==> config.mk <==
export PLATFORM = sky130hd
export DESIGN_NAME = frec_flash_row_erase
export DESIGN_NICKNAME = d
export VERILOG_FILES = /design/src/frec_pkg.sv /design/src/frec_flash_row_erase.sv
export SDC_FILE = /design/constraint.sdc
export NUM_CORES = 1
export LEC_CHECK = 0
export BUFFER_PORTS_ARGS = -buffer_cell sky130_fd_sc_hd__buf_2
export CAP_MARGIN = 30
export CORE_UTILIZATION = 50
export DETAILED_ROUTE_END_ITERATION = 16
export GPL_TIMING_DRIVEN = 0
export MAX_ROUTING_LAYER = met4
export PLACE_DENSITY_LB_ADDON = 0.2
export RECOVER_POWER = 25
export SYNTH_ARGS = -nofsm -noshare
export SYNTH_HDL_FRONTEND = slang
export SYNTH_SLANG_ARGS = --single-unit
==> constraint.sdc <==
create_clock -name aclk -period 3.67 [get_ports aclk]
set_input_delay 0.5505 -clock aclk [delete_from_list [all_inputs] [get_ports aclk]]
set_output_delay 0.5505 -clock aclk [all_outputs]
set_load 0.02 [all_outputs]
==> src/frec_pkg.sv <==
// Purpose: Shared constants for the flash row erase controller
// Assumes: AXI4-Lite register map, 32-bit data, byte offsets
// Notes: Offsets, fields, keys and reset values are named here only once
package frec_pkg;
  // Register byte offsets
  localparam logic [7:0] OFF_ADDR_LOW = 8'h00;
  localparam logic [7:0] OFF_ADDR_HIGH = 8'h04;
  localparam logic [7:0] OFF_CONTROL = 8'h08;
  localparam logic [7:0] OFF_UNLOCK = 8'h0C;
  localparam logic [7:0] OFF_IRQ_STATUS = 8'h10;
  localparam logic [7:0] OFF_IRQ_CLEAR = 8'h14;
  localparam logic [7:0] OFF_IRQ_ENABLE = 8'h18;
  localparam logic [7:0] OFF_PROT_ROWS = 8'h1C;
  // Control register fields
  localparam int CTL_START = 0;
  localparam int CTL_WRITE_ENABLE = 1;
  localparam int CTL_ERASE = 2;
  localparam int CTL_SPACE = 3;
  // Interrupt status fields
  localparam int ST_DONE = 0;
  localparam int ST_REFUSED = 1;
  localparam int ST_W = 2;
  // Address layout: 15-bit word address, 32-word rows
  localparam int ADDR_W = 15;
  localparam int HIGH_W = 7;
  localparam int ROW_LSB = 5;
  localparam int ROW_W = 10;
  localparam int ROW_WORDS = 32;
  localparam int WORD_BITS = 14;
  localparam logic [14:0] PFM_MAX_ADDR = 15'h3FFF;
  localparam logic [14:0] UID_MAX_ADDR = 15'h0003;
  // Unlock keys
  localparam logic [7:0] KEY_FIRST = 8'h55;
  localparam logic [7:0] KEY_SECOND = 8'hAA;
  // Reset values
  localparam logic [7:0] RST_BYTE = 8'h00;
  localparam logic [ROW_W-1:0] RST_PROT_ROWS = 10'h000;
  // AXI responses
  localparam logic [1:0] RESP_OKAY = 2'h0;
  localparam logic [1:0] RESP_SLVERR = 2'h2;
endpackage

==> src/frec_flash_row_erase.sv <==
// Purpose: Row erase control for program flash and user ID area
// Assumes: Single clock, synchronous active-low reset, flash macro acks erase
// Function
// - Only a whole single row, chosen by the loaded address, is erased
// - A row is 32 words of 14 bits, smallest erasable unit
// - Starting a write never erases; erase only when explicitly selected
// - Space select: clear picks program flash, set picks user ID area
// - Start works only after 0x55 then 0xAA written to unlock register
// - Any break in the unlock steps cancels the operation
// - Protected address: start bit clears and no erase happens
// - Processor held stalled during erase, released when it ends
// - On completion done flag sets; interrupt only if enabled
// - Erase leaves the program write latches untouched
// - Erase leaves write enable as software set it
// - Program space ends at 0x3FFF; higher addresses select no row
//
// The register offsets and the AXI4-Lite register port were left to the implementer.
`timescale 1ns/1ns
module frec_flash_row_erase (
  // Clock and reset
  input wire logic aclk,
  input wire logic aresetn,
  // AXI4-Lite write address and data
  input wire logic [7:0] s_axi_awaddr,
  input wire logic s_axi_awvalid,
  output logic s_axi_awready,
  input wire logic [31:0] s_axi_wdata,
  input wire logic [3:0] s_axi_wstrb,
  input wire logic s_axi_wvalid,
  output logic s_axi_wready,
  // AXI4-Lite write response
  output logic [1:0] s_axi_bresp,
  output logic s_axi_bvalid,
  input wire logic s_axi_bready,
  // AXI4-Lite read
  input wire logic [7:0] s_axi_araddr,
  input wire logic s_axi_arvalid,
  output logic s_axi_arready,
  output logic [31:0] s_axi_rdata,
  output logic [1:0] s_axi_rresp,
  output logic s_axi_rvalid,
  input wire logic s_axi_rready,
  // Core status
  input wire logic seq_break,
  output logic cpu_stall,
  output logic irq,
  // Flash macro erase port; no write latch signal, so latches are never touched
  output logic erase_req,
  output logic erase_space,
  output logic [frec_pkg::ROW_W-1:0] erase_row,
  input wire logic erase_done
);

  typedef enum logic [1:0] {U_IDLE, U_KEY1, U_ARMED} frec_unlock_t;
  typedef enum logic {E_IDLE, E_RUN} frec_erase_t;

  frec_unlock_t ustate_q;
  frec_erase_t estate_q;
  logic [7:0] awaddr_q, araddr_q;
  logic [31:0] wdata_q;
  logic [3:0] wstrb_q;
  logic aw_held_q, w_held_q, wr_fire;
  logic [7:0] addr_low_q;
  logic [frec_pkg::HIGH_W-1:0] addr_high_q;
  logic start_q, write_enable_q, erase_sel_q, space_q;
  logic [frec_pkg::ST_W-1:0] status_q, status_d, enable_q, st_set, st_clr;
  logic [frec_pkg::ROW_W-1:0] prot_rows_q;
  logic [frec_pkg::ADDR_W-1:0] full_addr;
  logic start_req, go, allowed, ctl_wr, mapped_w;
  logic [31:0] rd_mux;
  logic rd_ok;

  // Offset match, shared by write and read decode
  function automatic logic hit(input logic [7:0] a, input logic [7:0] off);
    hit = (a[7:2] == off[7:2]);
  endfunction

  // Is the word address inside the erasable area of the chosen space
  function automatic logic in_range(input logic sp, input logic [14:0] a);
    in_range = sp ? (a <= frec_pkg::UID_MAX_ADDR) : (a <= frec_pkg::PFM_MAX_ADDR);
  endfunction

  assign wr_fire = aw_held_q && w_held_q && !s_axi_bvalid;
  assign full_addr = {addr_high_q, addr_low_q};
  assign ctl_wr = wr_fire && hit(awaddr_q, frec_pkg::OFF_CONTROL) && wstrb_q[0];
  assign start_req = ctl_wr && wdata_q[frec_pkg::CTL_START];
  // Start only counts when armed and nothing is running
  assign go = start_req && ustate_q == U_ARMED && estate_q == E_IDLE;
  // Protected rows sit below the boundary in program space only
  assign allowed = in_range(space_q, full_addr)
    && (space_q || full_addr[14:5] >= prot_rows_q);
  assign mapped_w = hit(awaddr_q, frec_pkg::OFF_ADDR_LOW)
    || hit(awaddr_q, frec_pkg::OFF_ADDR_HIGH) || hit(awaddr_q, frec_pkg::OFF_CONTROL)
    || hit(awaddr_q, frec_pkg::OFF_UNLOCK) || hit(awaddr_q, frec_pkg::OFF_IRQ_STATUS)
    || hit(awaddr_q, frec_pkg::OFF_IRQ_CLEAR) || hit(awaddr_q, frec_pkg::OFF_IRQ_ENABLE)
    || hit(awaddr_q, frec_pkg::OFF_PROT_ROWS);

  // Write address channel: hold one address until the write is done
  always_ff @(posedge aclk) begin
    if (!aresetn) begin
      aw_held_q <= 1'b0;
      awaddr_q <= frec_pkg::RST_BYTE;
      s_axi_awready <= 1'b1;
    end else if (s_axi_awvalid && s_axi_awready) begin
      aw_held_q <= 1'b1;
      awaddr_q <= s_axi_awaddr;
      s_axi_awready <= 1'b0;
    end else if (wr_fire) begin
      aw_held_q <= 1'b0;
      s_axi_awready <= 1'b1;
    end
  end

  // Write data channel, taken independently of the address
  always_ff @(posedge aclk) begin
    if (!aresetn) begin
      w_held_q <= 1'b0;
      wdata_q <= 32'h00000000;
      wstrb_q <= 4'h0;
      s_axi_wready <= 1'b1;
    end else if (s_axi_wvalid && s_axi_wready) begin
      w_held_q <= 1'b1;
      wdata_q <= s_axi_wdata;
      wstrb_q <= s_axi_wstrb;
      s_axi_wready <= 1'b0;
    end else if (wr_fire) begin
      w_held_q <= 1'b0;
      s_axi_wready <= 1'b1;
    end
  end

  // Write response one cycle after both halves are in
  always_ff @(posedge aclk) begin
    if (!aresetn) begin
      s_axi_bvalid <= 1'b0;
      s_axi_bresp <= frec_pkg::RESP_OKAY;
    end else if (wr_fire) begin
      s_axi_bvalid <= 1'b1;
      s_axi_bresp <= mapped_w ? frec_pkg::RESP_OKAY : frec_pkg::RESP_SLVERR;
    end else if (s_axi_bready) begin
      s_axi_bvalid <= 1'b0;
    end
  end

  // Address, enable and protection registers; only byte lane 0 matters
  // except the row boundary, which needs two lanes
  always_ff @(posedge aclk) begin
    if (!aresetn) begin
      addr_low_q <= frec_pkg::RST_BYTE;
      addr_high_q <= '0;
      enable_q <= '0;
      prot_rows_q <= frec_pkg::RST_PROT_ROWS;
    end else if (wr_fire) begin
      if (hit(awaddr_q, frec_pkg::OFF_ADDR_LOW) && wstrb_q[0]) begin
        addr_low_q <= wdata_q[7:0];
      end
      if (hit(awaddr_q, frec_pkg::OFF_ADDR_HIGH) && wstrb_q[0]) begin
        addr_high_q <= wdata_q[frec_pkg::HIGH_W-1:0];
      end
      if (hit(awaddr_q, frec_pkg::OFF_IRQ_ENABLE) && wstrb_q[0]) begin
        enable_q <= wdata_q[frec_pkg::ST_W-1:0];
      end
      if (hit(awaddr_q, frec_pkg::OFF_PROT_ROWS)) begin
        if (wstrb_q[0]) prot_rows_q[7:0] <= wdata_q[7:0];
        if (wstrb_q[1]) prot_rows_q[9:8] <= wdata_q[9:8];
      end
    end
  end

  // Control bits; hardware never touches write enable
  always_ff @(posedge aclk) begin
    if (!aresetn) begin
      write_enable_q <= 1'b0;
      erase_sel_q <= 1'b0;
      space_q <= 1'b0;
    end else if (ctl_wr) begin
      write_enable_q <= wdata_q[frec_pkg::CTL_WRITE_ENABLE];
      erase_sel_q <= wdata_q[frec_pkg::CTL_ERASE];
      space_q <= wdata_q[frec_pkg::CTL_SPACE];
    end
  end

  // Unlock tracker: any write between steps, or a break, disarms it
  always_ff @(posedge aclk) begin
    if (!aresetn) begin
      ustate_q <= U_IDLE;
    end else if (seq_break) begin
      ustate_q <= U_IDLE;
    end else if (wr_fire) begin
      if (hit(awaddr_q, frec_pkg::OFF_UNLOCK) && wdata_q[7:0] == frec_pkg::KEY_FIRST) begin
        ustate_q <= U_KEY1;
      end else if (hit(awaddr_q, frec_pkg::OFF_UNLOCK) && ustate_q == U_KEY1
                   && wdata_q[7:0] == frec_pkg::KEY_SECOND) begin
        ustate_q <= U_ARMED;
      end else begin
        ustate_q <= U_IDLE;
      end
    end
  end

  // Erase sequencer; a write start without erase select does nothing here,
  // so programming can never erase by itself
  always_ff @(posedge aclk) begin
    if (!aresetn) begin
      estate_q <= E_IDLE;
      start_q <= 1'b0;
      erase_req <= 1'b0;
      cpu_stall <= 1'b0;
      erase_space <= 1'b0;
      erase_row <= '0;
    end else begin
      case (estate_q)
        E_IDLE: begin
          if (go && erase_sel_q && write_enable_q && allowed) begin
            estate_q <= E_RUN;
            start_q <= 1'b1;
            erase_req <= 1'b1;
            cpu_stall <= 1'b1;
            erase_space <= space_q;
            erase_row <= full_addr[14:5];
          end else begin
            start_q <= 1'b0;
          end
        end
        E_RUN: begin
          if (erase_done) begin
            estate_q <= E_IDLE;
            start_q <= 1'b0;
            erase_req <= 1'b0;
            cpu_stall <= 1'b0;
          end
        end
        default: begin
          estate_q <= E_IDLE;
        end
      endcase
    end
  end

  // Sticky status; a new event beats a clear in the same cycle
  always_comb begin
    st_set = '0;
    st_set[frec_pkg::ST_DONE] = estate_q == E_RUN && erase_done;
    st_set[frec_pkg::ST_REFUSED] = go && erase_sel_q && write_enable_q && !allowed;
    st_clr = '0;
    if (wr_fire && hit(awaddr_q, frec_pkg::OFF_IRQ_CLEAR) && wstrb_q[0]) begin
      st_clr = wdata_q[frec_pkg::ST_W-1:0];
    end
    status_d = (status_q & ~st_clr) | st_set;
  end

  // Status and interrupt level
  always_ff @(posedge aclk) begin
    if (!aresetn) begin
      status_q <= '0;
      irq <= 1'b0;
    end else begin
      status_q <= status_d;
      irq <= |(status_d & enable_q);
    end
  end

  // Read decode
  always_comb begin
    rd_mux = 32'h00000000;
    rd_ok = 1'b1;
    if (hit(araddr_q, frec_pkg::OFF_ADDR_LOW)) begin
      rd_mux[7:0] = addr_low_q;
    end else if (hit(araddr_q, frec_pkg::OFF_ADDR_HIGH)) begin
      rd_mux[frec_pkg::HIGH_W-1:0] = addr_high_q;
    end else if (hit(araddr_q, frec_pkg::OFF_CONTROL)) begin
      rd_mux[3:0] = {space_q, erase_sel_q, write_enable_q, start_q};
    end else if (hit(araddr_q, frec_pkg::OFF_IRQ_STATUS)) begin
      rd_mux[frec_pkg::ST_W-1:0] = status_q;
    end else if (hit(araddr_q, frec_pkg::OFF_IRQ_ENABLE)) begin
      rd_mux[frec_pkg::ST_W-1:0] = enable_q;
    end else if (hit(araddr_q, frec_pkg::OFF_PROT_ROWS)) begin
      rd_mux[frec_pkg::ROW_W-1:0] = prot_rows_q;
    end else if (!hit(araddr_q, frec_pkg::OFF_UNLOCK)
                 && !hit(araddr_q, frec_pkg::OFF_IRQ_CLEAR)) begin
      rd_ok = 1'b0;
    end
  end

  // Read channel: address taken, data one edge later
  logic ar_held_q;
  always_ff @(posedge aclk) begin
    if (!aresetn) begin
      ar_held_q <= 1'b0;
      araddr_q <= frec_pkg::RST_BYTE;
      s_axi_arready <= 1'b1;
      s_axi_rvalid <= 1'b0;
      s_axi_rdata <= 32'h00000000;
      s_axi_rresp <= frec_pkg::RESP_OKAY;
    end else begin
      if (s_axi_arvalid && s_axi_arready) begin
        ar_held_q <= 1'b1;
        araddr_q <= s_axi_araddr;
        s_axi_arready <= 1'b0;
      end else if (ar_held_q && !s_axi_rvalid) begin
        ar_held_q <= 1'b0;
        s_axi_rvalid <= 1'b1;
        s_axi_rdata <= rd_mux;
        s_axi_rresp <= rd_ok ? frec_pkg::RESP_OKAY : frec_pkg::RESP_SLVERR;
      end else if (s_axi_rvalid && s_axi_rready) begin
        s_axi_rvalid <= 1'b0;
        s_axi_arready <= 1'b1;
      end
    end
  end
endmodule // frec_flash_row_erase

After elaboration in Yosys (flattened, before gate mapping):

Cells that the tools add are included.

* reductions and logical operators: 60
* mux-type cells: 51
* magnitude comparators: 3
* equality and inequality tests: 21
* bitwise operators: 7

Operators with widths (number)
* 10-bit two-way mux: 6
* 6-bit by 3-bit equality test with 1-bit output, second input constant: 8
* 1-bit logical AND: 27
* 1-bit two-way mux: 27
* 6-bit by 2-bit equality test with 1-bit output, second input constant: 4
* 8-bit two-way mux: 3
* 2-bit two-way mux: 8
* 2-bit AND reduction: 8
* 15-bit by 14-bit less-or-equal comparator with 1-bit output, second input constant: 1
* 15-bit by 2-bit less-or-equal comparator with 1-bit output, second input constant: 1
* 6-bit by 1-bit equality test with 1-bit output, second input constant: 2
* 6-bit zero test: 2
* 2-bit nonzero test: 6
* 10-bit greater-or-equal comparator: 1
* 8-bit by 7-bit equality test with 1-bit output, second input constant: 1
* 8-bit equality test, second input constant: 1
* 1-bit logical OR: 8
* 7-bit two-way mux: 1
* 6-bit two-way mux: 1
* 1-bit one-hot mux with 2 select lines: 3
* 3-bit AND reduction: 2
* 1-bit zero test: 5
* 2-bit bitwise AND: 2
* 4-bit two-way mux: 1
* 9 further kinds: 13

* register bits after elaboration: 99
* word-level logic and storage cells: 173

Longest topological paths before layout:

Gate-level depths: netlist of the first run.

* word-level depth: 13
* gate-level depth with buffers: 8

Worst setup path after synthesis of the first run:

No wires, ideal clock.

* kind: flip-flop to flip-flop
* start point: register addr_low_q[5]
* end point: register erase_row[3] in the netlist's numbering
* slack: 1.717 ns
* stages on the path, launching flop included: 9
* period minus slack after synthesis: 1.953 ns
* required time: 3.598 ns
* arrival: 1.881 ns
* path buffers: 1
* path through: dfxtp_1 > inv_1 > ha_1 > nand2b_1 > a2111oi_0 > o221ai_1 > nand3_4 > buf_6 > mux2i_1

* word-level cells in the longest chain between the ends: 5

RTL lines
* start, declared: RTL line frec_flash_row_erase.sv:63 `logic [7:0] addr_low_q;`
* start signal, assigned: RTL line frec_flash_row_erase.sv:149 `addr_low_q <= frec_pkg::RST_BYTE;`
* start signal, assigned: RTL line frec_flash_row_erase.sv:155 `addr_low_q <= wdata_q[7:0];`
* 15-bit by 14-bit less-or-equal comparator with 1-bit output, or another cell as far along: RTL line frec_flash_row_erase.sv:80 `in_range = sp ? (a <= frec_pkg::UID_MAX_ADDR) : (a <= frec_pkg::PFM_MAX_ADDR);`
* 1-bit two-way mux / 1-bit logical OR (equally long branches): RTL line frec_flash_row_erase.sv:80, frec_flash_row_erase.sv:91
* 1-bit logical AND (*): RTL line frec_flash_row_erase.sv:91 `&& (space_q || full_addr[14:5] >= prot_rows_q);`
* 1-bit logical AND (*): RTL line frec_flash_row_erase.sv:214 `if (go && erase_sel_q && write_enable_q && allowed) begin`
* 2-bit AND reduction (no source line) (*)
* end signal, assigned: RTL line frec_flash_row_erase.sv:220 `erase_row <= full_addr[14:5];`
* end, declared: RTL line frec_flash_row_erase.sv:50 `output logic [frec_pkg::ROW_W-1:0] erase_row,`

Mark *: on every way between the ends. The rest lies on a longest branch, timed or not.
A chain may end at the register's enable or synchronous reset.

Worst setup path after layout of the first run:

* start point: register addr_low_q[5]
* end point: register erase_row[8] in the netlist's numbering

The elaborated chain is that of the path after synthesis.

==> results by stage, run 1 <==
Outcome:
- The run finished with clean final reports.

Place:
- The placed instances occupy a cell area of 4920 sq um.
- The count of buffers from port buffering is 63.
- The placer's final routability congestion estimate is 0.962.
- The wire-length estimate of the detail-placed layout is 7980 microns.

Clock network:
- The clock drives 93 sinks.
- TritonCTS built the clock tree.
- Counting the buffers created by CTS gives 9.
- Clock-pin slew was measured on the worst setup and hold paths at 0.10 ns.
- The clock latency reported for the late side of the worst-skew pair is 0.36 ns.
- The maximum buffer depth of the clock tree is 2.
- The clock root buffer master is clkbuf_8.
- Buffers added to address setup during post-CTS repair amount to 0.
- For this design, the CTS-stage hold fixing added 0 buffers.
- The number of levels in the clock H-tree is 3.
- The number of gates resized after CTS is 0.

Pwr:
- The power density relative to cell area is 388 nW/um^2.
- The worst IR drop on VDD is 0.178 mV.
- The analysis attributes to cell leakage a power of 2.13 nW.

Hold path:
- The class of the worst hold path is in2reg.

Timing:
- The final sum of negative setup slack is 0 ns.
- The actual slew at the worst max-slew pin is 0.793 ns.
- Across the routed clock network, the largest skew measured is 0.0136 ns.
- The final setup violation count is 0.
- The count of final hold-check violations came to 0.
- In the finished design, the share of the clock period the worst path needs comes to 63.2%.
- Setup repair after global routing left no endpoint under its margin.
- The shortest clock period the worst path allows after layout is 2.32 ns.
- The highest achievable clock rate is 0.431 GHz.
- The worst slew margin relative to its limit is 46.9%.
- The max-slew violation total from the final report was 0.

Detailed routing:
- The detailed router placed 3598 vias in this run.
- The total wire length after detailed routing is 10600 microns.
- In this run, the number of DRC markers left after iteration 0 of detailed routing was 188.
- The total met2 wirelength after detailed routing is 4800 microns.
- The DRC violation count after routing is 0.
- The first detailed-routing pass took 5 iterations.
- The post-detailed-route via-to-cell ratio is 5.24.
- The routed design uses 553 microns of met3 wire.
- The met1 layer wirelength in the final routing is 4990 microns.
- The antenna violation net count after detailed routing is 0.
- In this run the top signal layer used is met4.
- The detail-routed net length per standard cell is 15.4 microns.

Critical path:
- The cell with the biggest individual delay on the critical path is dfxtp_1.
- The largest fanout of any net on the critical path is 10.
- The worst setup path is of the reg2reg kind.
- The startpoint class of the critical path is a register.
- The family with the most delay on the worst path is compound AO/OA/AOI/OAI gates.
- The data arrival time of the critical path is 2.60 ns.
- The kind of end point of the critical path is a register.
- The data required time at the worst endpoint is 3.95 ns.
- Walking the worst path, the cells encountered are inv_1, ha_1, nand2b_1, a2111oi_0, o221ai_1, nand3_4, buf_6, mux2i_1.
- The combined buffer and inverter count along the critical path is 2.
- The delay contributed by the slowest stage of the critical path is 0.46 ns.

GRT:
- Entering global routing, the biggest net connects 17 pins.
- Summed over all layers, the global routing overflow is 0.
- The global-route wire length before repair is 17200 microns.
- The number of global-route vias before repair is 3383.
- The number of antenna violations at the first check in global routing is 0.
- The total global-route track usage is 25.7%.

Run:
- Max-cap violations in this run came to 0.

Yosys:
- In this run, synthesis inferred 0 flip-flops with an integrated enable.
- Synthesis inferred 93 register bits.
- The number of unique standard cell types used by synthesis is 57.
- The mapped netlist covers 4390 sq um.
- For this run, the leading register cell type out of synthesis is dfxtp_1.
- Averaged over all synthesized cells, the footprint is 9.16 sq um.
- The synthesized instance count is 479.
- The share of flip-flops with an asynchronous set or reset after synthesis is 0%.
- For this run, the register share of the synthesized area comes to 42.4%.
- The yosys synthesis warning count is 0.

Floorplan:
- The number of primary I/O pins is 116.
- The total area inside the core boundary comes to 8340 sq um.
- The floorplan has 33 rows.
- The floorplan die width is 95.7 microns.
- For this configuration, the core starts out at a cell density of 52.6%.
- The height of the chip is 95.7 microns.
- The area enclosed by the die boundary is 9150 sq um.

Final layout:
- Leaving out fill and tap cells, the most frequent cells in the layout are dfxtp_1 (93), nand2_1 (88), buf_2 (42).
- The share of final-layout standard cells stronger than drive strength 1 is 17.2%.
- The final standard cell area without fillers is 5090 sq um.
- The area growth from synthesis to layout is 16.0%.
- The filler cell count is 764.
- The number of antenna diodes in the final layout is 0.
- The net count of the finished layout is 647.
- The most frequent standard cell in the layout excluding fill and tap cells is dfxtp_1.
## registers in the layout, indices dropped and copies added (netlist names), 2 cells and up
register and cells:
status_q 2, enable_q 2, wdata_q 10, s_axi_rdata 10, awaddr_q 6, araddr_q 6, addr_low_q 8, wstrb_q 2
addr_high_q 7, prot_rows_q 10, ustate_q 2, erase_row 10
## stage by stage
stage          worst slack [ns]  hold WS [ns]  instances  power (mW)  util (%)
6_report                   1.35         0.434        686        1.97      61.0
5_1_grt                    1.07         0.454        686        2.06      61.0
4_1_cts                    1.33         0.430        686        1.99      61.4
3_5_place_dp               1.35         0.449        670        1.31      59.0
3_3_place_gp               1.41         0.443        670        1.30      59.0
2_1_floorplan              1.72         0.443        502        1.24         -
## cells in the mapped netlist (2+ instances only)
master / n / area, sq um
and2_1: 4 / 25.0
or4b_1: 2 / 20.0
o21ai_0: 11 / 55.1
a2bb2oi_1: 2 / 17.5
nand3_1: 12 / 60.1
o211a_1: 6 / 60.1
nor4_1: 2 / 12.5
a222oi_1: 3 / 30.0
mux2i_1: 39 / 390
buf_4: 25 / 188
nor3b_1: 4 / 30.0
a21boi_0: 31 / 233
a21boi_1: 2 / 15.0
nor3_1: 4 / 20.0
nand3b_1: 5 / 37.5
dfxtp_1: 93 / 1860
buf_2: 2 / 10.0
o211ai_1: 2 / 15.0
a22oi_1: 3 / 22.5
and3_1: 2 / 12.5
nor3_4: 2 / 32.5
inv_1: 14 / 52.6
nand2_1: 88 / 330
ha_1: 10 / 125
a21oi_1: 12 / 60.1
nor2_1: 12 / 45.0
nor2b_1: 29 / 181
nand4_1: 4 / 25.0
nand2b_1: 6 / 37.5
buf_6: 2 / 22.5
nor3_2: 2 / 20.0
clkbuf_1: 18 / 67.6
a221oi_1: 2 / 17.5
## routing by layer
| metal | up-vias | track usage, % |
|---|---|---|
| met4 | 0 | 8.08 |
| met3 | 19 | 3.59 |
| met1 | 1626 | 33.3 |
| li1 | 1810 | - |
| met2 | 143 | 41.3 |
| met5 | - | - |
## cell type report
cell class	count	area, sq um	area share [%]
multi-input combinational	348	2270	44.7
sequential	93	1860	36.6
buffer	47	288	5.66
timing repair buffer	63	287	5.63
tap	105	131	2.58
clock buffer	9	124	2.43
clock inverter	7	72.6	1.43
inverter	14	52.6	1.03
## power by group
group | internal, mW | switching, mW
registers | 1.04 | 0.0299
logic | 0.0838 | 0.131
clock network | 0.318 | 0.374
total | 1.44 | 0.535
## worst paths after layout
| path | startpoint | cells after the start | slack (ns) | end |
|---|---|---|---|---|
| setup reg to reg | addr_low_q[5] | 8 | 1.35 | erase_row[8] |
| hold reg to reg | erase_row[5] | 2 | 0.46 | erase_row[5] |
| hold / removal | s_axi_araddr[6] | 3 | 0.43 | araddr_q[6] |
| setup / recovery | addr_low_q[5] | 8 | 1.35 | erase_row[8] |
## cell families (layout without fill, tap and decap cells)
family | after synthesis | after routing | synth area share, %
AO/OA/AOI/OAI | 84 | 84 | 14.0
adder cells (fa/ha/maj) | 10 | 10 | 2.85
buffers and inverters | 61 | 140 | 7.76
flip-flops | 93 | 93 | 42.4
multiplexers | 40 | 40 | 9.41
other | 1 | 24 | 0.0855
AND/OR/NAND/NOR | 190 | 190 | 23.4
## worst min-delay path, cell delays in order
cell      delay [ns]
buf_2           0.09
nand2_1         0.04
a21boi_0        0.06
(Power assumes the default switching activity.)
==> run 2, diff against run 1 <==
- ABC_AREA: unset -> 1
- CORE_UTILIZATION: 50 -> 47
- clock period: 3.67 -> 2.1 ns (I/O delays scaled with it)
==> results by stage, run 2 <==
Yosys:
- In the post-synthesis netlist, the cell with the most instances is dfxtp_1.
- The area share of and/or/nand/nor cells after synthesis came to 22.3% (-1.1 points).
- By count the netlist is led by dfxtp_1 (93), nor2_1 (90), nand2_1 (76).
- The count of flip-flops with a built-in enable after synthesis was 0 (unchanged).
- The area fraction in compound gates after synthesis is 18.1% (+4.1 points).
- The number of unique standard cell types used by synthesis is 36 (-37%).
- The average instance area after synthesis is 7.37 sq um (-20%).
- The synthesized flop and latch total is 93 (unchanged).
- The post-synthesis xor/xnor area fraction is 0% (unchanged).
- Sorting the synthesized cells by area gives the leading types as dfxtp_1 (45%), a21oi_1 (8.8%), nor2_1 (8.1%).
- dfxtp_1 takes more of the synthesized area than any other cell.
- The share of the synthesized area in the top cell type came to 44.6% (+2.2 points).
- In the synthesized netlist the dominant register cell turns out to be dfxtp_1.
- The yosys synthesis warning count is 0 (unchanged).
- The multiplexer share of the synthesized area came to 0% (-9.4 points).
- After synthesis, the largest family of logic cells by area is simple AND/OR/NAND/NOR gates.
- The area share of fa/ha/maj cells after synthesis is 3.00% (+0.15 points).
- The area of the mapped netlist is 4170 sq um (-4.9%).
- The share of flip-flops with an asynchronous set or reset after synthesis came to 0% (unchanged).
- The sequential-to-total area share from yosys stat is 44.6% (+2.2 points).
- The synthesized instance count is 566 (+18%).

Detailed routing:
- The DRC violation count after routing is 0 (unchanged).
- The detail-routed net length per standard cell is 13.8 microns (-10%).
- The count of routing violations after the opening detailed-route iteration is 174 (-7.4%).
- The post-detailed-route via-to-cell ratio was 5.01 (-4.5%).
- The total wire length after detailed routing came to 10700 microns (+1.4%).
- The total number of vias is 3881 (+7.9%).
- The antenna violation net count after detailed routing is 0 (unchanged).
- The number of optimization iterations in the first detailed-route pass is 5 (unchanged).

Run:
- The number of maximum-capacitance constraint violations was 0 (unchanged).

Clock network:
- The number of setup buffers added after CTS is 0 (unchanged).
- The number of sinks driven by the clock tree is 93 (unchanged).
- The number of buffers inserted during clock tree synthesis came to 9 (unchanged).
- The TritonCTS clock tree is built.
- In this run the clock root is driven by a clkbuf_8.
- The clock latency reported for the late side of the worst-skew pair was 0.37 ns (about the same).
- The clock transition at the register clock pins on the worst setup and hold paths after CTS is 0.10 ns (about the same).
- The maximum buffer depth of the clock tree came to 2 (unchanged).
- The number of levels in the clock H-tree is 3 (unchanged).

GRT:
- The residual overflow from global routing is 0 (unchanged).
- The maximum number of pins on one net before global-route repair is 17 (unchanged).
- The number of global-route vias before repair was 3435 (+1.5%).
- The global-route wire length before repair is 16700 microns (-2.9%).
- The total global-route track usage is 25.4% (-0.32 points).
- The number of antenna violations at the first check in global routing is 0 (unchanged).

Critical path:
- The worst setup path is launched from a register.
- The cell that appears most often on the critical path is nand2_1.
- In this design, the largest share of critical-path delay is due to simple AND/OR/NAND/NOR gates.
- The startpoint identified for the worst register-to-register timing path is prot_rows_q[8].
- The slowest stage of the critical path is the dfxtp_1 cell.
- The timing startpoint of the critical path is prot_rows_q[8].
- The internal reg-to-reg setup slack came to 0.20 ns (-1.15 ns).
- The data required time at the worst endpoint was 2.41 ns (-1.54 ns).
- The combined buffer and inverter count along the critical path was 3 (+1).
- The kind of end point of the critical path is a register.
- The data arrival time of the critical path is 2.21 ns (-0.39 ns).
- The delay contributed by the slowest stage of the critical path is 0.38 ns (-0.08 ns).
- The largest fanout of any net on the critical path is 10 (unchanged).
- Traced cell by cell, the critical path runs through inv_1, ha_1, nand2_1, inv_1, a21oi_1, nand4_1, nand2_1, nand2_1, buf_2, nand3b_1, nand2_1, nor2_1.
- The critical path in this run is classified as reg2reg.

Timing:
- The minimum hold slack was 0.179 ns (-0.255 ns).
- The shortest clock period the worst path allows after layout is 1.90 ns (-0.421 ns).
- The setup clock skew after layout is 0.0124 ns (-0.00125 ns).
- The worst slew margin relative to its limit is 52.4% (+5.6 points).
- Setup repair after global routing left no endpoint under its margin.
- The final setup violation count is 0 (unchanged).
- The max-slew violation total from the final report is 0 (unchanged).
- The actual slew at the worst max-slew pin is 0.713 ns (-0.0794 ns).
- The final sum of negative setup slack is 0 ns (unchanged).
- The count of final hold-check violations is 0 (unchanged).
- The highest achievable clock rate is 0.526 GHz (+22%).
- The final clock period utilization by the worst path came to 90.5% (+27 points).

Pwr:
- The switching power share of the total is 27.1% (about the same).
- The combinational share of power is 11.1% (+0.2 points).
- The leakage component of the power was 2.10 nW (-1.7%).
- The switching power is 0.981 mW (+83%).
- The worst IR drop on VDD came to 0.452 mV (+150%).
- The sequential power share is 52.1% (-2.0 points).
- The total power is 3.62 mW (+83%).
- The power share of the clock group is 36.8% (+1.8 points).
- The internal cell power is 2.64 mW (+83%).
- The power density relative to cell area is 739 nW/um^2 (+90%).

Outcome:
- The flow ran to the end, and the final reports show no timing, DRC or antenna violations.

Final layout:
- The final layout net count came to 734 (+13%).
- The sequential cell area in the final layout is 1860 sq um (+0.13%).
- The growth of design area from synthesis to finish is 17.4%.
- The non-filler instance count after layout is 775 (+13%).
- The top cell types in the final layout, fill and taps aside, are dfxtp_1 (91), nor2_1 (90), nand2_1 (76).
- The filler cell count is 874 (+14%).
- The library cell used most frequently in the layout, excluding fill and tap cells, is dfxtp_1.
- The area of combinational cells with multiple inputs is 1900 sq um (-16%).
- The number of antenna cells inserted is 0 (unchanged).
- The share of final-layout standard cells stronger than drive strength 1 is 14.1% (-3.1 points).

Floorplan:
- The floorplan die width is 96.2 microns (+0.57%).
- The placeable core region is 8680 sq um (+4.1%).
- The area enclosed by the die boundary is 9260 sq um (+1.1%).
- The number of core rows is 34 (+3.0%).
- The starting density of the core is 48.1% (-4.5 points).
- The height of the chip was 96.2 microns (+0.57%).
- The number of primary I/O pins is 116 (unchanged).

Place:
- The post-detailed-placement half-perimeter wirelength is 8040 microns (+0.76%).
- The number of placed instances, taps included was 760 (+13%).
- The count of buffers from port buffering is 63 (unchanged).
- The placer's final routability congestion estimate is 0.886 (-8.0%).

Hold path:
- The class of the worst hold path is in2reg.
- The start point of the worst hold path is s_axi_bready.
-- run 2: changes by cell type after synthesis, sizes merged, moves of 5 or more --
cell	delta
inv	+43
a21boi	-33
nand2b	-7
a21oi	+61
nor3b	-5
nor3	-6
nand2	-10
clkbuf	-5
o211a	-6
nand3	+16
nor2	+83
mux2i	-39
nor2b	-29
o21ai	+49
-- run 2: path summary, 6_finish.rpt --
check            endpoint  depth (start not counted)
min          s_axi_bvalid                          4
min reg2reg     erase_req                          2
max          erase_row[3]                         12
max reg2reg  erase_row[3]                         12
-- run 2: area by class of cell --
type	count	area share, %
clock buffer	9	2.53
inverter	59	4.52
multi-input combinational	394	38.8
buffer	43	5.62
clock inverter	6	1.94
sequential	93	38.0
timing repair buffer	63	5.80
tap	108	2.76
-- run 2: power groups by stage --
stage	clock network (mW)	registers, mW	logic [mW]
finish	1.33	1.88	0.403
global route	1.43	1.89	0.455
CTS	1.35	1.88	0.406
detailed placement	0	1.92	0.406
global placement	0	1.92	0.398
floorplan	0	1.93	0.267
-- run 2: kinds of logic (layout without fill, tap and decap cells) --
group                      count (synthesis)  count (layout)
DFF                                       93              93
other                                      1              24
and+or+nand+nor                          215             215
buffers and inverters                    102             180
adders and majority gates                 10              10
AOI/OAI and AO/OA                        145             145
-- run 2: layer usage --
metal | up-vias | part of all wire, % | track usage [%]
li1 | 2003 | - | -
met2 | 138 | 47 | 41.7
met5 | - | 0 | -
met1 | 1723 | 44 | 30.8
met3 | 17 | 6.8 | 4.90
met4 | 0 | 1.7 | 9.08
-- run 2: stage by stage --
stage,utilization [%],setup slack (ns),cell area [sq um]
2_1_floorplan,-,0.543,4260
3_3_place_gp,54.3,0.256,4710
3_5_place_dp,54.3,0.200,4710
4_1_cts,56.8,0.176,4930
5_1_grt,56.5,0.0140,4900
6_report,56.5,0.200,4900
-- run 2: what timing repair did --
action | CTS | global route
setup endpoints to repair | 0 | 1
resized for setup | 0 | 2
hold buffers | 0 | 0
-- run 2: worst register-to-register path, delay by kind of cell, from the launching register on --
kind,cells,cell delay [ns]
adder cells (fa/ha/maj),1,0.27
AO/OA/AOI/OAI,1,0.15
buffers and inverters,3,0.33
flip-flops,1,0.38
AND/OR/NAND/NOR,7,0.70
==> run 3, diff against run 2 <==
- CORE_ASPECT_RATIO: unset -> 1.1
- CORE_MARGIN: unset -> 5
==> results by stage, run 3 (synthesis gave the netlist of run 2 again) <==
Clock network:
- The number of levels in the clock H-tree was 3 (unchanged).
- TritonCTS built the clock tree.
- The maximum buffer depth of the clock tree was 2 (unchanged).
- The number of setup buffers added after CTS was 0 (unchanged).
- The clock latency reported for the late side of the worst-skew pair is 0.36 ns (about the same).
- The number of buffers inserted during clock tree synthesis is 9 (unchanged).
- The number of gates resized after CTS is 0 (unchanged).
- The cts-stage hold buffer count is 0 (unchanged).
- The tree is rooted in a clkbuf_8.
- The number of sinks driven by the clock tree is 93 (unchanged).
- The clock transition at the register clock pins on the worst setup and hold paths after CTS is 0.09 ns (about the same).

Timing:
- The actual slew at the worst max-slew pin came to 0.663 ns (-0.0500 ns).
- The shortest clock period the worst path allows after layout is 1.86 ns (-0.0392 ns).
- The final sum of negative setup slack was 0 ns (unchanged).
- The minimum hold slack came to 0.200 ns (+0.0208 ns).
- The count of final hold-check violations is 0 (unchanged).
- The setup slack after layout is 0.240 ns (+0.0392 ns).
- The max-slew violation total from the final report is 0 (unchanged).
- Setup repair after global routing left no endpoint under its margin.
- The final setup violation count came to 0 (unchanged).
- The setup clock skew after layout is 0.00960 ns (-0.00277 ns).
- The highest achievable clock rate was 0.537 GHz (+2.1%).
- The worst slew margin relative to its limit came to 55.8% (+3.3 points).
- The final clock period utilization by the worst path was 88.6% (-1.9 points).

Detailed routing:
- The detail-routed net length per standard cell is 14.1 microns (+1.9%).
- The count of routing violations after the opening detailed-route iteration was 231 (+33%).
- The antenna violation net count after detailed routing is 0 (unchanged).
- The DRC violation count after routing was 0 (unchanged).
- The total wire length after detailed routing is 11000 microns (+2.8%).
- The number of optimization iterations in the first detailed-route pass is 5 (unchanged).
- The total number of vias is 3885 (+0.10%).
- The post-detailed-route via-to-cell ratio is 4.97 (-0.79%).

Final layout:
- The library cell used most frequently in the layout, excluding fill and tap cells, is dfxtp_1.
- Leaving out fill and tap cells, the most frequent cells in the layout are dfxtp_1 (93), nor2_1 (90), nand2_1 (76).
- The number of antenna cells inserted came to 0 (unchanged).
- The share of final-layout standard cells stronger than drive strength 1 is 13.6% (-0.47 points).
- Relative to the synthesized area, the layout overhead comes to 17.2%.
- The final layout net count came to 734 (unchanged).

GRT:
- The met2 usage in global routing is 34.8% (-6.9 points).
- After global routing, the most crowded layer is met2.
- The total global-route track usage is 21.5% (-3.9 points).
- The number of global-route vias before repair is 3590 (+4.5%).
- The maximum number of pins on one net before global-route repair is 16 (-1).
- The met3 routing resource usage after global routing is 3.07% (-1.8 points).
- The global-route wire length before repair is 17800 microns (+6.3%).
- The residual overflow from global routing is 0 (unchanged).
- The met1 usage is 26.8% (-4.1 points).
- The number of antenna violations at the first check in global routing was 0 (unchanged).

Place:
- The count of buffers from port buffering came to 63 (unchanged).
- The pre-CTS setup slack came to 0.246 ns (+0.0458 ns).
- The post-detailed-placement half-perimeter wirelength is 8440 microns (+5.0%).
- The placer's final routability congestion estimate is 0.952 (+7.5%).

Floorplan:
- The floorplan die width is 99.8 microns (+3.8%).
- The number of core rows was 36 (+5.9%).
- The number of primary I/O pins is 116 (unchanged).
- The area enclosed by the die boundary is 10900 sq um (+17%).
- The starting density of the core was 47.5% (-0.58 points).
- The placeable core region is 8780 sq um (+1.2%).
- The height of the chip was 109 microns (+13%).

Critical path:
- Among all stages on the critical path, the largest delay is contributed by dfxtp_1.
- The category of the most critical setup path is reg2reg.
- The signal on the critical path passes through inv_1, ha_1, nand2_1, inv_1, a21oi_1, nand4_1, nand2_1, nand2_1, buf_4, a21oi_1, nor2_1.
- The most prevalent standard cell on the critical path is nand2_1.
- The internal reg-to-reg setup slack is 0.24 ns (+0.04 ns).
- The data required time at the worst endpoint is 2.36 ns (-0.05 ns).
- The combined buffer and inverter count along the critical path came to 3 (unchanged).
- STA classifies the critical path startpoint as a register.
- The data arrival time of the critical path is 2.12 ns (-0.09 ns).
- The largest fanout of any net on the critical path is 10 (unchanged).
- The total number of cells along the worst setup path is 11 (-1).
- The number of cells traversed by the worst register-to-register path is 11 (-1).
- STA classifies the critical path endpoint as a register.
- The family with the most delay on the worst path is simple AND/OR/NAND/NOR gates.
- The delay contributed by the slowest stage of the critical path came to 0.37 ns (about the same).

Outcome:
- The run finished with clean final reports.

Hold path:
- The class of the worst hold path is in2reg.
- The hold-critical path depth came to 3 (-1).

Pwr:
- The power density relative to cell area is 715 nW/um^2 (-3.3%).
- The leakage component of the power is 2.08 nW (-0.67%).
- The worst IR drop on VDD came to 0.380 mV (-16%).

Run:
- The number of maximum-capacitance constraint violations is 0 (unchanged).
[run 3: power breakdown]
part | internal [mW] | switching (mW) | leakage, nW
registers | 1.83 | 0.0569 | 0.758
clock network | 0.586 | 0.623 | 0.0995
logic | 0.135 | 0.266 | 1.23
total | 2.55 | 0.946 | 2.08
[run 3: final timing paths]
kind | startpoint | endpoint
hold / removal | s_axi_wstrb[1] | wstrb_q[1]
setup / recovery | prot_rows_q[9] | erase_row[6]
setup reg to reg | prot_rows_q[9] | erase_row[6]
hold reg to reg | ar_held_q | ar_held_q
[run 3: per-layer routing]
metal / wire length (microns) / share of wire [%] / vias to the layer above
met5: 0 / 0 / -
met4: 295 / 2.7 / 0
met3: 730 / 6.6 / 18
met2: 5100 / 46 / 144
met1: 4890 / 44 / 1719
li1: - / - / 2004
[run 3: area by class of cell]
cell class,instances,area (sq um)
fill,897,3890
multi-input combinational,394,1900
timing repair buffer,63,283
sequential,93,1860
clock inverter,5,60.1
buffer,43,278
inverter,59,221
clock buffer,11,141
tap,114,143
[run 3: metrics by stage]
stage	cell area, sq um	util (%)	std cells	power (mW)
after CTS	4920	56.0	782	3.53
final	4890	55.7	782	3.50
after detailed placement	4720	53.7	766	2.33
after global placement	4720	53.7	766	2.32
after global routing	4890	55.7	782	3.65
after floorplan	4260	-	589	2.20
[run 3: worst min-delay path, delay by kind of cell]
kind,cells,cell delay [ns]
compound gates,1,0.07
buf+inv,1,0.07
simple gates,1,0.07
